<file path="src/dirs_pkg.sv">
`default_nettype none
package dirs_pkg;
    // terminal function codes
    localparam logic [7:0] FUNC_SRC_SWITCH = 8'h02;
    localparam logic [7:0] FUNC_RAMP_HOLD = 8'h0A;
    localparam logic [7:0] FUNC_UP = 8'h10;
    localparam logic [7:0] FUNC_DOWN = 8'h11;
    localparam logic [7:0] FUNC_FWD_JOG = 8'h12;
    localparam logic [7:0] FUNC_REV_JOG = 8'h13;
    localparam logic [7:0] FUNC_TRIM_INC = 8'h1C;
    localparam logic [7:0] FUNC_TRIM_DEC = 8'h1D;
    localparam logic [7:0] FUNC_SAMPLE_HOLD = 8'h1E;
    // reference source codes
    localparam logic [3:0] REF_SRC_ANALOG_ONE = 4'h1;
    localparam logic [3:0] REF_SRC_ANALOG_TWO = 4'h2;
    localparam logic [3:0] SRC_OPTION_CARD = 4'h3;
    // timing, in milliseconds, counted on a one-millisecond tick
    localparam int TICK_PERIOD_MS = 1;
    localparam int SAMPLE_DELAY_MS = 100;
    localparam int JOG_CONFLICT_MS = 500;
    localparam int SAMPLE_DELAY_TICKS = SAMPLE_DELAY_MS / TICK_PERIOD_MS;
    localparam int JOG_CONFLICT_TICKS = JOG_CONFLICT_MS / TICK_PERIOD_MS;
    // reset value of the operation source, and the sample-hold state codes
    localparam logic SRC_LOCAL_RESET = 1'b1;
    localparam logic [2:0] SH_IDLE = 3'h1;
    localparam logic [2:0] SH_WAIT = 3'h2;
    localparam logic [2:0] SH_DONE = 3'h4;
    typedef enum logic [2:0] {
        SH_ST_IDLE = SH_IDLE,
        SH_ST_WAIT = SH_WAIT,
        SH_ST_DONE = SH_DONE
    } sh_state_t;
endpackage
`default_nettype wire

</file>
<file path="src/ms_interval_timer.sv">
`timescale 1ns/100ps
`default_nettype none
module ms_interval_timer #(
    parameter int LIMIT = 100
) (
    input wire logic clk,
    input wire logic arst_n,
    input wire logic ms_tick,
    input wire logic enable,
    output logic reached
);
    localparam int CW = $clog2(LIMIT + 1);
    localparam logic [CW-1:0] LIMIT_C = CW'(LIMIT);
    logic [CW-1:0] count;
    logic [CW-1:0] next_count;

    always_comb begin
        next_count = count;
        if (!enable) begin
            next_count = '0;
        end else if (ms_tick && count < LIMIT_C) begin
            next_count = count + CW'(1);
        end
    end

    always_ff @(posedge clk or negedge arst_n) begin
        if (!arst_n) begin
            count <= '0;
        end else begin
            count <= next_count;
        end
    end

    assign reached = (count == LIMIT_C);

    AST_TIMER_CLEAR: assert property (@(posedge clk) disable iff (!arst_n)
        !enable |=> count == '0) else $error("interval counter not cleared");
    AST_TIMER_STEP: assert property (@(posedge clk) disable iff (!arst_n)
        enable && ms_tick && !reached |=> count == $past(count) + CW'(1))
        else $error("interval counter did not advance on tick");
endmodule
`default_nettype wire

</file>
<file path="src/digital_input_reference_select.sv">
`timescale 1ns/100ps
`default_nettype none
module digital_input_reference_select import dirs_pkg::*; #(
    parameter int FREQ_W = 16,
    parameter int TERM_N = 5
) (
    input wire logic clk,
    input wire logic arst_n,
    input wire logic ms_tick,
    input wire logic [TERM_N-1:0] input_terminal,
    input wire logic [TERM_N-1:0][7:0] input_function_select,
    input wire logic [3:0] reference_source_select,
    input wire logic [3:0] run_source_select,
    input wire logic [1:0] stopping_method_select,
    input wire logic [FREQ_W-1:0] analog_input_one,
    input wire logic [FREQ_W-1:0] analog_input_two,
    input wire logic [FREQ_W-1:0] panel_freq_ref,
    input wire logic [FREQ_W-1:0] option_freq_ref,
    input wire logic local_run_cmd,
    input wire logic option_run_cmd,
    input wire logic [FREQ_W-1:0] trim_step_amount,
    input wire logic [FREQ_W-1:0] jog_frequency_setting,
    output logic [FREQ_W-1:0] freq_ref,
    output logic run_cmd,
    output logic run_reverse,
    output logic jog_active,
    output logic stop_request,
    output logic [1:0] stop_method,
    output logic source_is_local,
    output logic held_valid,
    output logic invalid_input_select_alarm
);
    localparam logic [FREQ_W-1:0] FREQ_MAX = '1;

    function automatic logic func_assigned(input logic [TERM_N-1:0][7:0] sel,
                                           input logic [7:0] code);
        logic hit;
        hit = 1'b0;
        for (int i = 0; i < TERM_N; i++) begin
            hit = hit | (sel[i] == code);
        end
        return hit;
    endfunction

    function automatic logic func_on(input logic [TERM_N-1:0][7:0] sel,
                                     input logic [TERM_N-1:0] term,
                                     input logic [7:0] code);
        logic hit;
        hit = 1'b0;
        for (int i = 0; i < TERM_N; i++) begin
            hit = hit | ((sel[i] == code) & term[i]);
        end
        return hit;
    endfunction

    logic inc_asg, dec_asg, sh_asg, src_asg, other_asg;
    logic inc_on, dec_on, sh_on, src_on, forward_jog_cmd_on, reverse_jog_cmd_on;
    logic alarm_now, base_is_analog, trim_ok;
    logic [FREQ_W-1:0] local_ref, sel_ref, analog_sample, trim_ref;
    logic [FREQ_W:0] trim_sum;
    logic run_sel, sh_reached, conflict_reached, any_jog;

    assign inc_asg = func_assigned(input_function_select, FUNC_TRIM_INC);
    assign dec_asg = func_assigned(input_function_select, FUNC_TRIM_DEC);
    assign sh_asg = func_assigned(input_function_select, FUNC_SAMPLE_HOLD);
    assign src_asg = func_assigned(input_function_select, FUNC_SRC_SWITCH);
    assign other_asg = func_assigned(input_function_select, FUNC_RAMP_HOLD)
        | func_assigned(input_function_select, FUNC_UP)
        | func_assigned(input_function_select, FUNC_DOWN)
        | inc_asg | dec_asg;
    assign inc_on = func_on(input_function_select, input_terminal, FUNC_TRIM_INC);
    assign dec_on = func_on(input_function_select, input_terminal, FUNC_TRIM_DEC);
    assign sh_on = func_on(input_function_select, input_terminal, FUNC_SAMPLE_HOLD);
    assign src_on = func_on(input_function_select, input_terminal, FUNC_SRC_SWITCH);
    assign forward_jog_cmd_on = func_on(input_function_select, input_terminal, FUNC_FWD_JOG);
    assign reverse_jog_cmd_on = func_on(input_function_select, input_terminal, FUNC_REV_JOG);
    assign any_jog = forward_jog_cmd_on | reverse_jog_cmd_on;

    assign alarm_now = (inc_asg ^ dec_asg)
        | (sh_asg & other_asg);

    // local reference per the source selection
    always_comb begin
        base_is_analog = 1'b1;
        case (reference_source_select)
            REF_SRC_ANALOG_ONE: local_ref = analog_input_one;
            REF_SRC_ANALOG_TWO: local_ref = analog_input_two;
            default: begin
                local_ref = panel_freq_ref;
                base_is_analog = 1'b0;
            end
        endcase
    end
    assign analog_sample = (reference_source_select == REF_SRC_ANALOG_TWO) ?
        analog_input_two : analog_input_one;

    // ---- operation source switching
    logic src_local, next_src_local;
    logic switch_ok;
    // switching only makes sense while neither local selection names the option card
    assign switch_ok = src_asg && (reference_source_select != SRC_OPTION_CARD)
        && (run_source_select != SRC_OPTION_CARD);
    always_comb begin
        next_src_local = src_local;
        if (!run_cmd) begin
            next_src_local = switch_ok ? src_on : 1'b1;
        end
    end
    assign sel_ref = src_local ? local_ref : option_freq_ref;
    assign run_sel = src_local ? local_run_cmd : option_run_cmd;

    // ---- trim
    assign trim_ok = inc_asg & dec_asg & !alarm_now & src_local & base_is_analog
        & (sel_ref != '0);
    assign trim_sum = {1'b0, sel_ref} + {1'b0, trim_step_amount};
    always_comb begin
        trim_ref = sel_ref;
        if (trim_ok && inc_on && !dec_on) begin
            trim_ref = trim_sum[FREQ_W] ? FREQ_MAX : trim_sum[FREQ_W-1:0];
        end else if (trim_ok && dec_on && !inc_on) begin
            trim_ref = (sel_ref < trim_step_amount) ? '0
                : sel_ref - trim_step_amount;
        end
    end

    // ---- sample and hold
    sh_state_t sh_state, next_sh_state;
    logic [FREQ_W-1:0] held_ref, next_held_ref;
    logic next_held_valid;
    logic sh_en;
    assign sh_en = sh_asg & sh_on & !alarm_now;

    ms_interval_timer #(
        .LIMIT(SAMPLE_DELAY_TICKS)
    ) sample_timer (
        .clk(clk),
        .arst_n(arst_n),
        .ms_tick(ms_tick),
        .enable(sh_en),
        .reached(sh_reached)
    );

    always_comb begin
        next_sh_state = sh_state;
        next_held_ref = held_ref;
        next_held_valid = held_valid & sh_asg & !alarm_now;
        case (sh_state)
            SH_ST_IDLE: begin
                if (sh_en) begin
                    next_sh_state = SH_ST_WAIT;
                end
            end
            SH_ST_WAIT: begin
                if (!sh_en) begin
                    next_sh_state = SH_ST_IDLE;
                end else if (sh_reached) begin
                    next_held_ref = analog_sample;
                    next_held_valid = 1'b1;
                    next_sh_state = SH_ST_DONE;
                end
            end
            SH_ST_DONE: begin
                if (!sh_en) begin
                    next_sh_state = SH_ST_IDLE;
                end
            end
            default: next_sh_state = SH_ST_IDLE;
        endcase
    end

    // ---- jog
    logic jog_stop, next_jog_stop, next_reverse, next_run, next_jog_active;
    logic [FREQ_W-1:0] next_freq;

    ms_interval_timer #(
        .LIMIT(JOG_CONFLICT_TICKS)
    ) jog_conflict_timer (
        .clk(clk),
        .arst_n(arst_n),
        .ms_tick(ms_tick),
        .enable(forward_jog_cmd_on & reverse_jog_cmd_on),
        .reached(conflict_reached)
    );

    always_comb begin
        next_jog_stop = any_jog & (jog_stop | (conflict_reached & forward_jog_cmd_on & reverse_jog_cmd_on));
        next_jog_active = any_jog & !next_jog_stop;
        next_run = next_jog_active | (run_sel & !next_jog_stop);
        next_reverse = 1'b0;
        if (next_jog_active) begin
            next_reverse = (forward_jog_cmd_on & reverse_jog_cmd_on) ? run_reverse : reverse_jog_cmd_on;
        end
        if (next_jog_active) begin
            next_freq = jog_frequency_setting;
        end else if (held_valid) begin
            next_freq = held_ref;
        end else begin
            next_freq = trim_ref;
        end
    end

    always_ff @(posedge clk or negedge arst_n) begin
        if (!arst_n) begin
            src_local <= SRC_LOCAL_RESET;
            sh_state <= SH_ST_IDLE;
            held_ref <= '0;
            held_valid <= 1'b0;
            jog_stop <= 1'b0;
            freq_ref <= '0;
            run_cmd <= 1'b0;
            run_reverse <= 1'b0;
            jog_active <= 1'b0;
            invalid_input_select_alarm <= 1'b0;
        end else begin
            src_local <= next_src_local;
            sh_state <= next_sh_state;
            held_ref <= next_held_ref;
            held_valid <= next_held_valid;
            jog_stop <= next_jog_stop;
            freq_ref <= next_freq;
            run_cmd <= next_run;
            run_reverse <= next_reverse;
            jog_active <= next_jog_active;
            invalid_input_select_alarm <= alarm_now;
        end
    end

    assign stop_request = jog_stop;
    assign stop_method = stopping_method_select;
    assign source_is_local = src_local;

    AST_JOG_FREQ: assert property (@(posedge clk) disable iff (!arst_n)
        next_jog_active |=> jog_active && freq_ref == $past(jog_frequency_setting))
        else $error("jog frequency not taken");
    AST_TRIM_CLAMP: assert property (@(posedge clk) disable iff (!arst_n)
        trim_ok && dec_on && !inc_on && sel_ref < trim_step_amount && !any_jog
        && !held_valid |=> freq_ref == '0) else $error("trim not clamped to zero");
    AST_TRIM_OFF: assert property (@(posedge clk) disable iff (!arst_n)
        !trim_ok && !any_jog && !held_valid |=> freq_ref == $past(sel_ref))
        else $error("trim applied while disabled");
    AST_ALARM_PAIR: assert property (@(posedge clk) disable iff (!arst_n)
        inc_asg != dec_asg |=> invalid_input_select_alarm)
        else $error("lone trim function not flagged");
    AST_ALARM_SH: assert property (@(posedge clk) disable iff (!arst_n)
        sh_asg && other_asg |=> invalid_input_select_alarm)
        else $error("sample-hold conflict not flagged");
    AST_SH_CAPTURE: assert property (@(posedge clk) disable iff (!arst_n)
        sh_state == SH_ST_WAIT && sh_en && sh_reached
        |=> held_valid && held_ref == $past(analog_sample))
        else $error("sample not captured at delay");
    AST_SH_EARLY: assert property (@(posedge clk) disable iff (!arst_n)
        sh_state == SH_ST_WAIT && !sh_en |=> sh_state == SH_ST_IDLE
        && held_ref == $past(held_ref)) else $error("early release captured");
    AST_SRC_LOCK: assert property (@(posedge clk) disable iff (!arst_n)
        run_cmd |=> src_local == $past(src_local))
        else $error("source changed while running");
    AST_JOG_RUN: assert property (@(posedge clk) disable iff (!arst_n)
        (forward_jog_cmd_on ^ reverse_jog_cmd_on) && !jog_stop |=> run_cmd && run_reverse == $past(reverse_jog_cmd_on))
        else $error("jog did not run in its direction");
    AST_CONFLICT_STOP: assert property (@(posedge clk) disable iff (!arst_n)
        forward_jog_cmd_on && reverse_jog_cmd_on && conflict_reached |=> stop_request && !run_cmd)
        else $error("jog conflict did not stop");

    COV_SH_HOLD: cover property (@(posedge clk) disable iff (!arst_n)
        sh_state == SH_ST_WAIT ##1 held_valid);
    COV_JOG_STOP: cover property (@(posedge clk) disable iff (!arst_n)
        !stop_request ##1 stop_request);
    COV_SRC_SWITCH: cover property (@(posedge clk) disable iff (!arst_n)
        src_local ##1 !src_local);
    COV_TRIM_UP: cover property (@(posedge clk) disable iff (!arst_n)
        trim_ok && inc_on && !dec_on);
endmodule
`default_nettype wire

</file>
<file path="config.mk">
export PLATFORM = sky130hd
export DESIGN_NAME = digital_input_reference_select
export DESIGN_NICKNAME = d
export VERILOG_FILES = /design/src/dirs_pkg.sv /design/src/ms_interval_timer.sv /design/src/digital_input_reference_select.sv
export SDC_FILE = /design/constraint.sdc
export NUM_CORES = 1
export LEC_CHECK = 0
export BUFFER_PORTS_ARGS = -buffer_cell sky130_fd_sc_hd__buf_2
export CAP_MARGIN = 5
export CORE_ASPECT_RATIO = 1.4
export CORE_MARGIN = 5
export CORE_UTILIZATION = 46
export DETAILED_ROUTE_END_ITERATION = 6
export GPL_ROUTABILITY_DRIVEN = 0
export HOLD_SLACK_MARGIN = 0.06
export PLACE_DENSITY = 0.75
export SLEW_MARGIN = 10
export SYNTH_ARGS = -nofsm -noshare
export SYNTH_HDL_FRONTEND = slang
export SYNTH_SLANG_ARGS = --single-unit
</file>
<file path="constraint.sdc">
create_clock -name clk -period 4.15 [get_ports clk]
set_input_delay 0.415 -clock clk [delete_from_list [all_inputs] [get_ports clk]]
set_output_delay 0.415 -clock clk [all_outputs]
set_load 0.005 [all_outputs]
</file>
Word-level counts from Yosys, hierarchy flattened
Index checks and enable logic that the tools add are counted.
{"block": "word_totals", "regBits": 58, "word_cells": 228}
{"block": "op_classes", "eq_ne": 60, "n_lt_le_gt_ge": 3, "n_addsub": 4, "n_mux": 26, "bitwise_logic": 107, "n_reduce_logical": 16}
{"op": "8-bit by 5-bit == test with 1-bit output, second input constant", "count": 35}
{"op": "16-bit 2-to-1 mux", "count": 8}
{"op": "1-bit OR", "count": 60}
{"op": "1-bit AND", "count": 46}
{"op": "8-bit by 2-bit == test with 1-bit output, second input constant", "count": 5}
{"op": "8-bit by 4-bit == test with 1-bit output, second input constant", "count": 5}
{"op": "16-bit one-hot mux with 2 select lines", "count": 1}
{"op": "9-bit 2-to-1 mux", "count": 2}
{"op": "16-bit by 16-bit adder with 17-bit output", "count": 1}
{"op": "16-bit < comparator", "count": 1}
{"op": "16-bit nonzero test", "count": 1}
{"op": "16-bit subtractor", "count": 1}
{"op": "7-bit 2-to-1 mux", "count": 2}
{"op": "3-bit 2-to-1 mux", "count": 4}
{"op": "9-bit by 1-bit adder with 9-bit output, second input constant", "count": 1}
{"op": "9-bit == test, second input constant", "count": 1}
{"op": "9-bit < comparator, second input constant", "count": 1}
{"op": "3-bit one-hot mux with 3 select lines", "count": 1}
{"op": "1-bit logical AND", "count": 8}
{"op": "1-bit 2-to-1 mux", "count": 8}
{"op": "2-bit != test, second input constant", "count": 4}
{"op": "4-bit by 2-bit != test with 1-bit output, second input constant", "count": 2}
{"op": "7-bit by 1-bit adder with 7-bit output, second input constant", "count": 1}
{"op": "7-bit == test, second input constant", "count": 1}
{"op": "12 further kinds", "count": 16}

Logic depth before layout (Yosys ltp)
Gate-level depths: netlist of run 1.
{"block": "logic_depth", "word_depth": 22, "mapped_depth": 19, "depth_no_buf": 15}

By module
Synthesis of run 1 repeated with hierarchy kept, for this count alone.
{"block": "unflattened", "hier_cells": 834, "hier_area_um2": 6313.6}
{"mod": "digital_input_reference_select", "cells_per_inst": 727, "n_inst": 1, "area_per_inst_um2": 5338.9}
{"mod": "ms_interval_timer (jog_conflict_timer)", "cells_per_inst": 62, "n_inst": 1, "area_per_inst_um2": 561.8}
{"mod": "ms_interval_timer (sample_timer)", "cells_per_inst": 45, "n_inst": 1, "area_per_inst_um2": 412.9}

Worst setup path before layout of run 1
No wires, ideal clock.
{"block": "synth_path", "path_type": "input to register", "from": "input input_function_select[21] (netlist name)", "to": "register freq_ref[8]", "path_stages": 15, "arrival_time_ps": 4238, "required_time_ps": 4012, "path_buffers": 2, "setup_time_ps": 138, "path_slack_ps": -226, "cell_sequence": "or4b_2 -> nor3_1 -> a21oi_1 -> nand3b_1 -> ha_1 -> a21oi_1 -> o21ai_0 -> or4_1 -> o32a_1 -> clkbuf_1 -> nor4_1 -> buf_2 -> mux2_1 -> o2111ai_1 -> o211ai_1"}
{"block": "synth_via", "elab_chain_cells": 21}
{"item": "start: declaration", "line": "digital_input_reference_select.sv:11", "rtl": "input wire logic [TERM_N-1:0][7:0] input_function_select,"}
{"item": "8-bit by 4-bit == test with 1-bit output / 8-bit by 5-bit == test with 1-bit output (equally long branches)", "line": "digital_input_reference_select.sv:40", "rtl": "hit = hit | (sel[i] == code);"}
{"item": "1-bit OR (3 in a row)", "line": "digital_input_reference_select.sv:40"}
{"item": "1-bit OR", "line": "digital_input_reference_select.sv:68", "rtl": "| func_assigned(input_function_select, FUNC_UP)"}
{"item": "1-bit OR", "line": "digital_input_reference_select.sv:69", "rtl": "| func_assigned(input_function_select, FUNC_DOWN)"}
{"item": "1-bit OR (2 in a row)", "line": "digital_input_reference_select.sv:70", "rtl": "| inc_asg | dec_asg;"}
{"item": "1-bit AND", "line": "digital_input_reference_select.sv:80", "rtl": "| (sh_asg & other_asg);"}
{"item": "1-bit OR (*)", "line": "digital_input_reference_select.sv:80"}
{"item": "named net alarm_now", "line": "digital_input_reference_select.sv:58", "rtl": "logic alarm_now, base_is_analog, trim_ok;"}
{"item": "1-bit zero test (*)", "line": "digital_input_reference_select.sv:113", "rtl": "assign trim_ok = inc_asg & dec_asg & !alarm_now & src_local & base_is_analog"}
{"item": "1-bit AND (*) (3 in a row)", "line": "digital_input_reference_select.sv:113"}
{"item": "1-bit AND (*)", "line": "digital_input_reference_select.sv:114", "rtl": "& (sel_ref != '0);"}
{"item": "1-bit logical AND (2 in a row)", "line": "digital_input_reference_select.sv:120", "rtl": "end else if (trim_ok && dec_on && !inc_on) begin"}
{"item": "16-bit 2-to-1 mux", "line": "digital_input_reference_select.sv:120"}
{"item": "16-bit 2-to-1 mux (*)", "line": "digital_input_reference_select.sv:118", "rtl": "if (trim_ok && inc_on && !dec_on) begin"}
{"item": "16-bit 2-to-1 mux (*)", "line": "digital_input_reference_select.sv:195", "rtl": "end else if (held_valid) begin"}
{"item": "16-bit 2-to-1 mux (*)", "line": "digital_input_reference_select.sv:193", "rtl": "if (next_jog_active) begin"}
{"item": "named net next_freq[8]", "line": "digital_input_reference_select.sv:173", "rtl": "logic [FREQ_W-1:0] next_freq;"}
{"item": "end signal: assignment", "line": "digital_input_reference_select.sv:220", "rtl": "freq_ref <= next_freq;"}
{"item": "end: declaration", "line": "digital_input_reference_select.sv:23", "rtl": "output logic [FREQ_W-1:0] freq_ref,"}
Mark *: on every way through the listed nets, which the timed path passes. The rest lies on a longest branch.
A chain may end at the register's enable or synchronous reset.

Worst setup path in the final report of run 1
{"block": "layout_path", "from": "input input_function_select[37] (netlist name)", "to": "register freq_ref[3]"}
{"block": "layout_via", "elab_chain_cells": 19}
{"item": "8-bit by 4-bit == test with 1-bit output / 8-bit by 5-bit == test with 1-bit output (equally long branches)", "line": "digital_input_reference_select.sv:40"}
{"item": "1-bit OR", "line": "digital_input_reference_select.sv:40"}
{"item": "1-bit OR", "line": "digital_input_reference_select.sv:68"}
{"item": "1-bit OR", "line": "digital_input_reference_select.sv:69"}
{"item": "1-bit OR (2 in a row)", "line": "digital_input_reference_select.sv:70"}
{"item": "1-bit AND", "line": "digital_input_reference_select.sv:80"}
{"item": "1-bit OR", "line": "digital_input_reference_select.sv:80"}
{"item": "1-bit zero test", "line": "digital_input_reference_select.sv:113"}
{"item": "1-bit AND (3 in a row)", "line": "digital_input_reference_select.sv:113"}
{"item": "1-bit AND", "line": "digital_input_reference_select.sv:114"}
{"item": "1-bit logical AND (2 in a row)", "line": "digital_input_reference_select.sv:120"}
{"item": "16-bit 2-to-1 mux", "line": "digital_input_reference_select.sv:120"}
{"item": "16-bit 2-to-1 mux", "line": "digital_input_reference_select.sv:118"}
{"item": "16-bit 2-to-1 mux", "line": "digital_input_reference_select.sv:195"}
{"item": "16-bit 2-to-1 mux (*)", "line": "digital_input_reference_select.sv:193"}
{"item": "named net next_freq[3]", "line": "digital_input_reference_select.sv:173"}
Marked as above.

==> impl_summary.md, run 1 <==
Timing
The clock arrives with 6.336 ps of skew. The fmax is 0.2508 GHz. The number of max-slew violations in the final report came to 0. The final-report hold violation count came to 0. Of the available clock period, the critical path in the final layout requires 0.9607. The number of setup violations in the final report is 0. Subtracting the final worst setup slack from the clock period gives 3987 ps.

Setup slack on the critical path of the routed design comes to 162.9 ps. The relative max-transition margin is 0.3902. The worst-margin pin slew is 909.2 ps.

Pwr
The worst-case IR drop observed on VDD is 0.2210 mV. Of the total power, the share spent switching nets is 0.3397. The fraction of power consumed by combinational cells is 0.404. Of the total power, registers draw 0.284.

Dividing total power by cell area gives a power density of 259.0 nW/um^2. Of the total power, the clock network draws 0.312. The total net switching power is 0.7182 mW. In this run the static leakage power is 3.806 nW.

The internal power component is 1.396 mW.

Placement
OpenSTA, run right after detailed placement, puts the worst setup slack at -230.4 ps. The placed wire-length estimate is 17.25 mm. The cell count after placement is 1210. The count of input and output buffers is 176.

GRT
The number of antenna violations at the first check in global routing is 0. The via count of the first global-routing pass is 6841. For this run the aggregate overflow at the end of global routing stands at 0. For this run, the total global-route usage over all layers was measured as 0.2573. The largest net degree at the start of global routing is 32. The global-route wire length before repair is 32.62 mm.

Finish
The fraction of layout cells with a size suffix above 1 is 0.2901. In the final design database the tool counted 1241 nets. 0 antenna diodes ended up in the layout. The post-layout instance count excluding filler cells is 1230. After filler insertion, the fill cell instance count of the layout stands at 1209. The synthesis-to-layout area growth is 32.17%.

CTS
The clock-pin slew reported for the worst setup and hold paths after clock tree synthesis is 50 ps. The clock reaches the later pin of the worst-skew pair after 330 ps. The tree is rooted in a sky130_fd_sc_hd__clkbuf_16. TritonCTS created 9 clock buffers. TritonCTS built the clock tree. The number of H-tree branching levels is 3. In this run the deepest clock path goes through 2 buffers.

For this design, the sink count on the clock tree is 58.

Logic synthesis
The share of synthesized area in the top cell type comes to 0.2269. The synthesized netlist occupies a cell area of 6176 um^2. For this run, the number of Yosys warnings is 0. The average instance in the mapped netlist occupies 7.596 um^2. In this run, synthesis produced a sequential element count of 58.

The cell accounting for the most synthesized area is sky130_fd_sc_hd__dfrtp_1. The sequential area share after synthesis is 0.2354. In the post-synthesis netlist, the biggest area contributors are sky130_fd_sc_hd__dfrtp_1 23%, sky130_fd_sc_hd__ha_1 7.7%, sky130_fd_sc_hd__nor2_1 5.7%, sky130_fd_sc_hd__nand2_1 4.7%, sky130_fd_sc_hd__a21oi_1 4.4%. The top flip-flop cell by instance count after synthesis is sky130_fd_sc_hd__dfrtp_1. Counting flops with a built-in enable in the synthesized netlist gives 0. After synthesis, the netlist uses 74 different library cells. The synthesized netlist cell count is 813. The post-synthesis net count is 1009.

Of all flip-flops after synthesis, the portion carrying an async set or reset was 1.000.

Route
The routed length per placed instance is 16.97 um. For this run, design rule violations remaining after detail routing come to 0. The first TritonRoute pass finished after 5 iterations.

After the first detailed-routing iteration, the DRC count stood at 329. The count of antenna-violating nets left after detailed routing is 0. Summing over every cut layer, the via total after detailed routing is 7069. The detailed-route vias per instance is 5.747. Wires add up to 20.87 mm.

Worst setup path
The critical path contains buffers and inverters numbering 3 combined. The instance count on the critical path is 16. Of all nets on the critical path, the largest fanout is 6. Walking the worst path, the cells encountered are buf_2 > or4b_4 > or4_4 > a21boi_0 > nand3b_1 > ha_4 > a21oi_2 > o21ai_1 > or4_1 > o32a_4 > nor4_4 > buf_12 > buf_4 > mux2_1 > o221ai_1 > o211ai_1.

The critical path in this run is classified as in2reg. The critical path capture point type is a flop. The slowest stage of the critical path is the sky130_fd_sc_hd__or4b_4 cell. The data arrival time of the critical path is 4180 ps. For the worst flop-to-flop path, the logic depth is 15. Data on the critical path is required at its endpoint by 4350 ps.

The largest incremental delay on the critical path is 530 ps. Grouping stages by cell kind, the critical path spends the most delay in simple AND/OR/NAND/NOR gates. STA classifies the critical path startpoint as an input pin.

Run
The reported max-cap violation count is 0.

Floorplanning
The count of pins on the block boundary is 181. The floorplan die height is 147.1 um. The site row count is 50.

The area inside the core boundary is 13260 um^2. The floorplan step defined a die boundary enclosing 15880 um^2. The overall die width is 107.9 um. The initial core utilization is 0.4657.

Min path
The tightest min-delay check is of the in2async type.

Outcome
The run finished with clean final reports.
[flip-flops by register name, indices dropped and copies added, names as in the netlist]
| signal | flops |
|---|---|
| run_cmd | 1 |
| held_valid | 1 |
| sh_state | 3 |
| jog_active | 1 |
| source_is_local | 1 |
| run_reverse | 1 |
| stop_request | 1 |
| jog_conflict_timer.count | 9 |
| freq_ref | 16 |
| invalid_input_select_alarm | 1 |
| sample_timer.count | 7 |
| held_ref | 16 |
[area by class of cell]
cell class | instances | area [um^2] | area share
multi-input combinational | 652 | 4427 | 0.5423
sequential | 58 | 1458 | 0.1786
inverter | 63 | 236.5 | 0.02897
clock buffer | 14 | 254.0 | 0.03112
tap | 182 | 227.7 | 0.02790
timing repair buffer | 261 | 1560 | 0.1911
[worst register-to-register path, cell delays in order, from the launching register on]
cell                        delay [ps]
sky130_fd_sc_hd__dfstp_4           710
sky130_fd_sc_hd__nand2_1            80
sky130_fd_sc_hd__o221ai_1          250
sky130_fd_sc_hd__a21o_1            230
sky130_fd_sc_hd__inv_1             130
sky130_fd_sc_hd__fa_1              450
sky130_fd_sc_hd__nor2b_1           230
sky130_fd_sc_hd__o31ai_1           140
sky130_fd_sc_hd__a21o_1            220
sky130_fd_sc_hd__o211a_1           260
sky130_fd_sc_hd__o31ai_1           270
sky130_fd_sc_hd__buf_4             250
sky130_fd_sc_hd__o2111ai_1         170
sky130_fd_sc_hd__mux2i_1           170
sky130_fd_sc_hd__o22ai_1            90
sky130_fd_sc_hd__o221ai_1          190
[power groups by stage]
stage	combinational (mW)	clock [mW]	sequential, mW
2_1_floorplan	0.474	0	0.608
3_3_place_gp	0.825	0	0.611
3_5_place_dp	0.833	0	0.610
4_1_cts	0.839	0.663	0.601
5_1_grt	0.933	0.691	0.602
6_report	0.854	0.659	0.601
[stage by stage]
stage | setup TNS, ps | util | total power, mW | hold slack (ps) | cell area (um^2)
floorplan | 0 | - | 1.082 | 119.4 | 6198
global placement | -2684 | 0.5875 | 1.436 | 475.7 | 7792
detailed placement | -4950 | 0.5875 | 1.443 | 488.6 | 7792
CTS | 0 | 0.6067 | 2.104 | 162.2 | 8046
global route | -5.997 | 0.6155 | 2.227 | 197.0 | 8163
finish | 0 | 0.6155 | 2.114 | 152.6 | 8163
[Yosys cell counts, types with 7 or more instances]
library cell and number:
sky130_fd_sc_hd__ha_1 38, sky130_fd_sc_hd__or3_1 9, sky130_fd_sc_hd__nor3_1 26, sky130_fd_sc_hd__o21ai_0 21, sky130_fd_sc_hd__mux2i_1 27, sky130_fd_sc_hd__dfrtp_1 56, sky130_fd_sc_hd__nor2_1 93, sky130_fd_sc_hd__nand2_1 78
sky130_fd_sc_hd__xor2_1 9, sky130_fd_sc_hd__a31oi_1 7, sky130_fd_sc_hd__o221ai_1 13, sky130_fd_sc_hd__nand4_1 14, sky130_fd_sc_hd__nor4b_1 7, sky130_fd_sc_hd__nor3b_1 9, sky130_fd_sc_hd__a22o_1 12, sky130_fd_sc_hd__xnor2_1 25
sky130_fd_sc_hd__nor2b_1 14, sky130_fd_sc_hd__inv_1 63, sky130_fd_sc_hd__a211oi_1 12, sky130_fd_sc_hd__o211ai_1 11, sky130_fd_sc_hd__a21o_1 7, sky130_fd_sc_hd__a21oi_1 54, sky130_fd_sc_hd__nand3_1 14, sky130_fd_sc_hd__o31ai_1 9
sky130_fd_sc_hd__clkbuf_1 32, sky130_fd_sc_hd__nand2b_1 19, sky130_fd_sc_hd__o22ai_1 22
[layout by cell type (no fill, tap or decap), types with 14 or more instances in the layout]
cell type,instances
sky130_fd_sc_hd__inv_1,63
sky130_fd_sc_hd__nor3_1,23
sky130_fd_sc_hd__nand2b_1,19
sky130_fd_sc_hd__o21ai_0,20
sky130_fd_sc_hd__nand4_1,14
sky130_fd_sc_hd__buf_4,81
sky130_fd_sc_hd__nor2_1,93
sky130_fd_sc_hd__xnor2_1,25
sky130_fd_sc_hd__o22ai_1,22
sky130_fd_sc_hd__a21oi_1,53
sky130_fd_sc_hd__mux2i_1,27
sky130_fd_sc_hd__buf_2,176
sky130_fd_sc_hd__dfrtp_1,56
sky130_fd_sc_hd__nand2_1,77
sky130_fd_sc_hd__ha_1,37
sky130_fd_sc_hd__nand3_1,14
[final timing paths]
check | startpoint | end | slack, ps
min reg2reg | jog_conflict_timer.count[8] | jog_conflict_timer.count[8] | 500
max reg2reg | source_is_local | freq_ref[9] | 210
min | arst_n | held_ref[6] | 150
max | input_function_select[37] | freq_ref[3] | 160
max in group asynchronous | arst_n | sh_state[0] | 3080
min in group clk | jog_frequency_setting[14] | freq_ref[14] | 300
[routing by layer]
layer | vias up | GRT usage | wire (um)
met5 | - | 0 | 0
met3 | 62 | 0.04088 | 1468
met1 | 3324 | 0.3018 | 7801
li1 | 3410 | - | -
met2 | 273 | 0.4573 | 10760
met4 | 0 | 0.1105 | 844
[kinds of logic after synthesis]
group | Yosys count | synth area share
xor+xnor | 35 | 0.05085
mux | 32 | 0.05288
compound gates | 219 | 0.2423
simple gates | 326 | 0.2703
fa+ha+maj | 40 | 0.08347
flops | 58 | 0.2354
buf+inv | 103 | 0.06483
[timing repair]
| action | CTS | global route |
|---|---|---|
| endpoints found under the hold margin | 0 | 0 |
| hold buffers | 0 | 0 |
| buffers inserted | 0 | 6 |
| resized for setup | 0 | 17 |
| endpoints found under the setup margin | 0 | 32 |
Note: power is estimated with default switching activity, not from simulation.
==> run 2: changes to the inputs <==
Settings changed: CORE_UTILIZATION 46 to 40, PLACE_DENSITY 0.75 to 0.67.
==> impl_summary.md, run 2 (synthesized netlist as in run 1, its figures left out) <==
Worst setup path
The startpoint of the worst setup timing path is input_function_select[37]. The capturing point of the worst reg2reg path is freq_ref[6]. The cell depth of the worst flop-to-flop path was 16 (+1). STA classifies the critical path startpoint as an input pin. The critical path required time was 4340 ps (about the same). The most critical setup path has its endpoint at freq_ref[8]. The setup slack of the most critical reg-to-reg path came to 210 ps (about the same). The signal on the critical path passes through buf_2 > or4b_4 > or4_4 > a21boi_2 > nand3b_1 > ha_4 > a21oi_2 > o21ai_0 > or4_1 > o32a_4 > nor4_4 > buf_6 > mux2_2 > o2111ai_2 > o211ai_1.

The data arrival time of the critical path is 4150 ps (-30 ps). The start of the worst register-to-register path is source_is_local. Among all stages on the critical path, the largest delay is contributed by sky130_fd_sc_hd__or4b_4. The critical path capture point type is a flop. The biggest fanout along the worst timing path came to 5 (-1). By startpoint and endpoint, the worst setup path is classified as in2reg. The largest incremental delay on the critical path is 530 ps (about the same).

Route
The routed via count is 6999 (-0.99%). The count of antenna-violating nets left after detailed routing is 0 (unchanged). The residual DRC count was 0 (unchanged). The first-pass detailed-route iteration total is 5 (unchanged). The routed length per placed instance is 17.61 um (+3.8%).

The overall routed net length is 21.93 mm (+5.1%). The DRC marker count from the first detailed-route iteration is 482 (+47%). The detailed-route vias per instance came to 5.622 (-2.2%).

GRT
The total grt overflow is 0 (unchanged). The global-route wire length before repair was 33.91 mm (+4.0%). The via count of the first global-routing pass was 6985 (+2.1%). The global routing usage summed across all routing layers is 0.2351 (-0.02220). The largest net degree at the start of global routing came to 44 (+38%). The number of antenna violations at the first check in global routing was 0 (unchanged).

Floorplanning
The site row count is 53 (+6.0%). The count of pins on the block boundary is 181 (unchanged). The floorplan die height came to 157.0 um (+6.7%). The initial core utilization is 0.4085 (-0.05719). The overall die width came to 115.0 um (+6.6%). The area inside the core boundary was 15120 um^2 (+14%). The area enclosed by the die boundary came to 18060 um^2 (+14%).

CTS
The clock-pin slew reported for the worst setup and hold paths after clock tree synthesis is 50 ps (about the same). The clock buffer count from CTS came to 9 (unchanged). TritonCTS built the clock tree. The clock insertion delay at the later pin of the skew report came to 330 ps (about the same). The number of H-tree branching levels was 3 (unchanged). The maximum clock path buffer count is 2 (unchanged). The root buffer cell chosen for the clock tree is sky130_fd_sc_hd__clkbuf_16. The total number of clock tree sinks came to 58 (unchanged).

Timing
The fmax came to 0.2527 GHz (+0.76%). The number of setup violations in the final report is 0 (unchanged). The number of max-slew violations in the final report is 0 (unchanged). The final-report hold violation count was 0 (unchanged).

The worst-margin pin slew is 786.8 ps (-122.4 ps). The final critical-path share of the clock period was 0.9535 (-0.007274). The final period demand of the worst path came to 3957 ps (-30.19 ps). The final worst slack is 193.1 ps (+30.19 ps). Setup repair after global routing could not meet its margin everywhere. The final worst clock skew is 7.032 ps (+0.6961 ps). The relative max-transition margin is 0.4754 (+0.08524).

The total negative setup slack is 0 ps (unchanged).

Finish
The net total in the final layout is 1244 (+0.24%). The post-layout instance count excluding filler cells is 1245 (+1.2%). The largest registers in the layout are freq_ref: 16 flops, held_ref: 16 flops, jog_conflict_timer.count: 9 flops.

The fraction of layout cells with a size suffix above 1 came to 0.2991 (+0.009069). The synthesis-to-layout area growth is 33.18%. The number of diodes came to 0 (unchanged).

The most common cell after layout, fill and taps aside is sky130_fd_sc_hd__buf_2. The cell area after layout is 8225 um^2 (+0.77%). In the layout the commonest cells are 176 x sky130_fd_sc_hd__buf_2, 93 x sky130_fd_sc_hd__nor2_1, 82 x sky130_fd_sc_hd__buf_4.

Placement
The standard cell area after detailed placement came to 7843 um^2 (+0.64%). The cell count after placement is 1225 (+1.2%). The count of input and output buffers is 176 (unchanged). The placed wire-length estimate is 18.13 mm (+5.1%). The setup slack at placement is -313.5 ps (-83.14 ps).

Pwr
The leakage power figure is 3.825 nW (+0.51%). The total power is 2.145 mW (+1.4%). The worst-case vdd ir drop is 0.2115 mV (-4.3%).

The power per cell area is 260.7 nW/um^2 (+0.67%).

Outcome
The run finished with clean final reports.

Run
The reported max-cap violation count is 0 (unchanged).

Min path
The class of the tightest hold or removal check is in2reg.
[run 2: cell type report]
type	count	area, um^2
Timing Repair Buffer	264	1589
Inverter	63	236.5
Clock buffer	14	254.0
Multi-Input combinational cell	652	4439
Sequential cell	58	1454
Tap cell	192	240.2
Clock inverter	2	12.51
Fill cell	1470	6894
[run 2: worst min path at each step]
stage | start | to | slack [ps] | cells past startpoint
3_3_place_gp | arst_n | jog_active | 390 | 1
2_1_floorplan | arst_n | freq_ref[0] | 120 | 0
5_1_grt | jog_frequency_setting[2] | freq_ref[2] | 340 | 3
6_report | jog_frequency_setting[2] | freq_ref[2] | 320 | 3
4_1_cts | jog_frequency_setting[2] | freq_ref[2] | 310 | 3
3_5_place_dp | arst_n | jog_active | 390 | 1
[run 2: layer usage]
metal  up-vias  GRT usage  routed length, um
met5         -          0                  0
met4         0    0.09228                707
met3        48    0.03308               1257
met2       233     0.4183              11340
met1      3284     0.2831               8621
li1       3434          -                  -
[run 2: what timing repair did]
action | in CTS | in global routing
setup buffers | 0 | 2
gates resized for setup | 0 | 20
setup endpoints to repair | 0 | 15
hold endpoints to repair | 15 | 0
hold buffers | 1 | 0
[run 2: critical path: cells and delay by family]
kind	cells	cell delay (ps)
simple gates	5	1860
compound gates	6	1010
mux	1	340
buf+inv	2	280
fa+ha+maj	1	230
[run 2: stage by stage]
step,util,hold WS (ps)
2_1_floorplan,-,119.4
3_3_place_gp,0.5187,392.3
3_5_place_dp,0.5187,392.9
4_1_cts,0.5370,314.6
5_1_grt,0.5440,343.1
6_report,0.5440,320.8
[run 2: report_power, final]
| part | leakage, nW | internal (mW) | total, mW | switching [mW] |
|---|---|---|---|---|
| sequential | 0.762 | 0.589 | 0.601 | 0.0123 |
| combinational | 2.94 | 0.401 | 0.874 | 0.473 |
| clock | 0.127 | 0.419 | 0.669 | 0.249 |
| total | 3.83 | 1.41 | 2.14 | 0.735 |
==> run 3: changes to the inputs <==
Settings changed: BUFFER_PORTS_ARGS -buffer_cell sky130_fd_sc_hd__buf_2 to default, DONT_BUFFER_PORTS from default to 1, PLACE_DENSITY 0.67 to default.
==> impl_summary.md, run 3 (synthesized netlist as in run 1, its figures left out) <==
Outcome
The run finished with clean final reports.

Timing
The fmax is 0.2532 GHz (+0.20%). The relative max-transition margin is 0.5133 (+0.03783). The worst-margin pin slew is 730.1 ps (-56.75 ps).

The number of max-slew violations in the final report is 0 (unchanged). The final period demand of the worst path came to 3949 ps (-7.810 ps). Setup repair after global routing left no endpoint under its margin. The number of setup violations in the final report is 0 (unchanged). The final critical-path share of the clock period is 0.9516 (-0.001882).

The final worst clock skew is 8.587 ps (+1.555 ps). The final-report hold violation count is 0 (unchanged). The final worst slack is 200.9 ps (+7.810 ps).

Worst setup path
Among all stages on the critical path, the largest delay is contributed by sky130_fd_sc_hd__or4_1. The data arrival time of the critical path is 4130 ps (-20 ps). The combined buffer and inverter count along the critical path was 1 (-1).

The biggest fanout along the worst timing path is 10 (+5). By startpoint and endpoint, the worst setup path is classified as in2reg. The critical path required time was 4330 ps (about the same). The signal on the critical path passes through or4b_1 > or4_1 > a21boi_0 > nand3b_1 > ha_1 > a21oi_1 > o21ai_0 > or4_1 > o32a_4 > nor4_4 > buf_12 > mux2_1 > o2111ai_1 > o211ai_1. The critical path capture point type is a flop.

The most prevalent standard cell on the critical path is sky130_fd_sc_hd__or4_1. The largest incremental delay on the critical path is 540 ps (about the same). The kind of cell with the highest combined delay on the critical path is simple AND/OR/NAND/NOR gates. The launching element type of the critical path is an input pin.

CTS
The clock insertion delay at the later pin of the skew report is 320 ps (about the same). The clock-pin slew reported for the worst setup and hold paths after clock tree synthesis is 60 ps (about the same). The cell at the root of the clock tree is sky130_fd_sc_hd__clkbuf_16.

The maximum clock path buffer count is 2 (unchanged). The number of H-tree branching levels is 3 (unchanged). The TritonCTS clock tree is built. The total number of clock tree sinks is 58 (unchanged). The clock buffer count from CTS is 9 (unchanged).

Finish
The net total in the final layout is 1049 (-16%). In the final layout, the registers with the most flip-flops are freq_ref: 16 flops, held_ref: 16 flops, jog_conflict_timer.count: 9 flops. Compared with the post-synthesis result, the final layout area differs by 16.29%.

The post-layout instance count excluding filler cells is 1049 (-16%). The total of fill cells in the finished design came to 1536 (+4.5%). The library cells used most frequently in the layout, excluding fill and tap cells, are 93 x sky130_fd_sc_hd__nor2_1, 77 x sky130_fd_sc_hd__nand2_1, 63 x sky130_fd_sc_hd__inv_1, 63 x sky130_fd_sc_hd__buf_4, 56 x sky130_fd_sc_hd__dfrtp_1.

The most common cell after layout, fill and taps aside is sky130_fd_sc_hd__nor2_1. The fraction of layout cells with a size suffix above 1 is 0.1284 (-0.1708). The number of diodes is 0 (unchanged).

Route
The count of antenna-violating nets left after detailed routing is 0 (unchanged). The residual DRC count came to 0 (unchanged). The first-pass detailed-route iteration total is 6 (+1). The detailed-route vias per instance is 5.867 (+4.4%). The routed via count is 6155 (-12%).

The overall routed net length is 20.78 mm (-5.2%). The routed length per placed instance is 19.81 um (+12%). The DRC marker count from the first detailed-route iteration is 318 (-34%).

GRT
The total grt overflow is 0 (unchanged). The global-route wire length before repair was 31.99 mm (-5.7%). The number of antenna violations at the first check in global routing is 0 (unchanged). The most congested layer reported by global routing is met2. The global routing usage summed across all routing layers is 0.2240 (-0.01111). The global-route met3 utilization was 0.06769 (+0.03462). The largest net degree at the start of global routing is 59 (+34%). The met2 track demand over resource is 0.3838 (-0.03449). The via count of the first global-routing pass was 6243 (-11%). The fraction of met1 tracks used by global routing is 0.2555 (-0.02754).

Floorplanning
The area enclosed by the die boundary came to 18060 um^2 (unchanged). The initial core utilization is 0.4085 (unchanged). The count of pins on the block boundary is 181 (unchanged).

The overall die width came to 115.0 um (unchanged). The area inside the core boundary came to 15120 um^2 (unchanged). The floorplan die height is 157.0 um (unchanged). The site row count is 53 (unchanged).

Pwr
The worst-case vdd ir drop was 0.2390 mV (+13%). The power per cell area was 286.4 nW/um^2 (+9.9%). The leakage power figure is 3.034 nW (-21%).

Placement
The cell count after placement is 1030 (-16%). The count of input and output buffers is 0 (-100%). The setup slack at placement is -188.1 ps (+125.4 ps). The placed wire-length estimate is 17.25 mm (-4.9%).

Min path
The class of the tightest hold or removal check is in2reg.

Run
The reported max-cap violation count is 0 (unchanged).
[run 3: changes by cell type in the layout (fill, tap and decap cells not counted), sizes merged]
cell      previous run  this run
buf                263        68
bufinv               0         1
clkbuf              14        10
clkinv               1         2
clkinvlp             1         2
[run 3: report_power, final]
group	total, mW	leakage [nW]	switching (mW)	internal (mW)
registers	0.608	0.762	0.0187	0.589
clock network	0.737	0.140	0.262	0.475
logic	0.713	2.13	0.394	0.319
total	2.06	3.03	0.674	1.38
[run 3: through the flow]
step                      area [um^2]  TNS [ps]  power [mW]  hold slack, ps  utilization
after floorplan                  6198         0       1.082           119.4            -
after global placement           6819    -552.9       1.306           122.2       0.4510
after detailed placement         6819     -1657       1.303           122.5       0.4510
after CTS                        7151         0       2.070           221.6       0.4729
after global routing             7182         0       2.171           238.0       0.4750
final                            7182         0       2.057           229.5       0.4750
[run 3: path summary, 6_finish.rpt]
| kind | from | endpoint | slack [ps] | cells after the start |
|---|---|---|---|---|
| setup / recovery | input_function_select[37] | freq_ref[8] | 200 | 14 |
| hold / removal | jog_frequency_setting[13] | freq_ref[13] | 230 | 2 |
| setup reg to reg | source_is_local | freq_ref[8] | 240 | 16 |
| hold reg to reg | jog_conflict_timer.count[8] | jog_conflict_timer.count[8] | 500 | 2 |
| max in group asynchronous | arst_n | sh_state[0] | 3210 | 2 |
| min in group asynchronous | arst_n | jog_conflict_timer.count[7] | 610 | 2 |
[run 3: layer usage]
layer  vias up  routed length (um)
li1       3031                   -
met2       221               10350
met5         -                   0
met1      2852                7861
met4         0                 814
met3        51                1758
[run 3: timing repair]
action,4_1_cts,5_1_grt
endpoints found under the setup margin,0,14
hold endpoints to repair,58,0
setup buffers,0,2
hold buffers,2,0
gates resized for setup,0,3
[run 3: worst register-to-register path, stage by stage (launching register included)]
cell and delay [ps]:
sky130_fd_sc_hd__dfstp_2 420, sky130_fd_sc_hd__and2_1 210, sky130_fd_sc_hd__buf_4 170, sky130_fd_sc_hd__a211oi_1 320, sky130_fd_sc_hd__inv_1 120, sky130_fd_sc_hd__ha_1 370
sky130_fd_sc_hd__nor2b_1 200, sky130_fd_sc_hd__o31ai_1 360, sky130_fd_sc_hd__a21o_1 230, sky130_fd_sc_hd__o211a_1 200, sky130_fd_sc_hd__o31ai_1 90, sky130_fd_sc_hd__buf_4 150
sky130_fd_sc_hd__buf_4 180, sky130_fd_sc_hd__and2_1 150, sky130_fd_sc_hd__mux2_1 280, sky130_fd_sc_hd__o2111ai_1 180, sky130_fd_sc_hd__o211ai_1 130
[run 3: layout make-up]
class	instances	area, um^2	share of cell area
well taps	192	240.2	0.03345
multi-input cells	652	4382	0.6101
inverters	63	236.5	0.03293
flip-flops and latches	58	1454	0.2024
repair buffers	69	575.6	0.08014
clock inverters	5	55.05	0.007666
clock buffers	10	239.0	0.03328
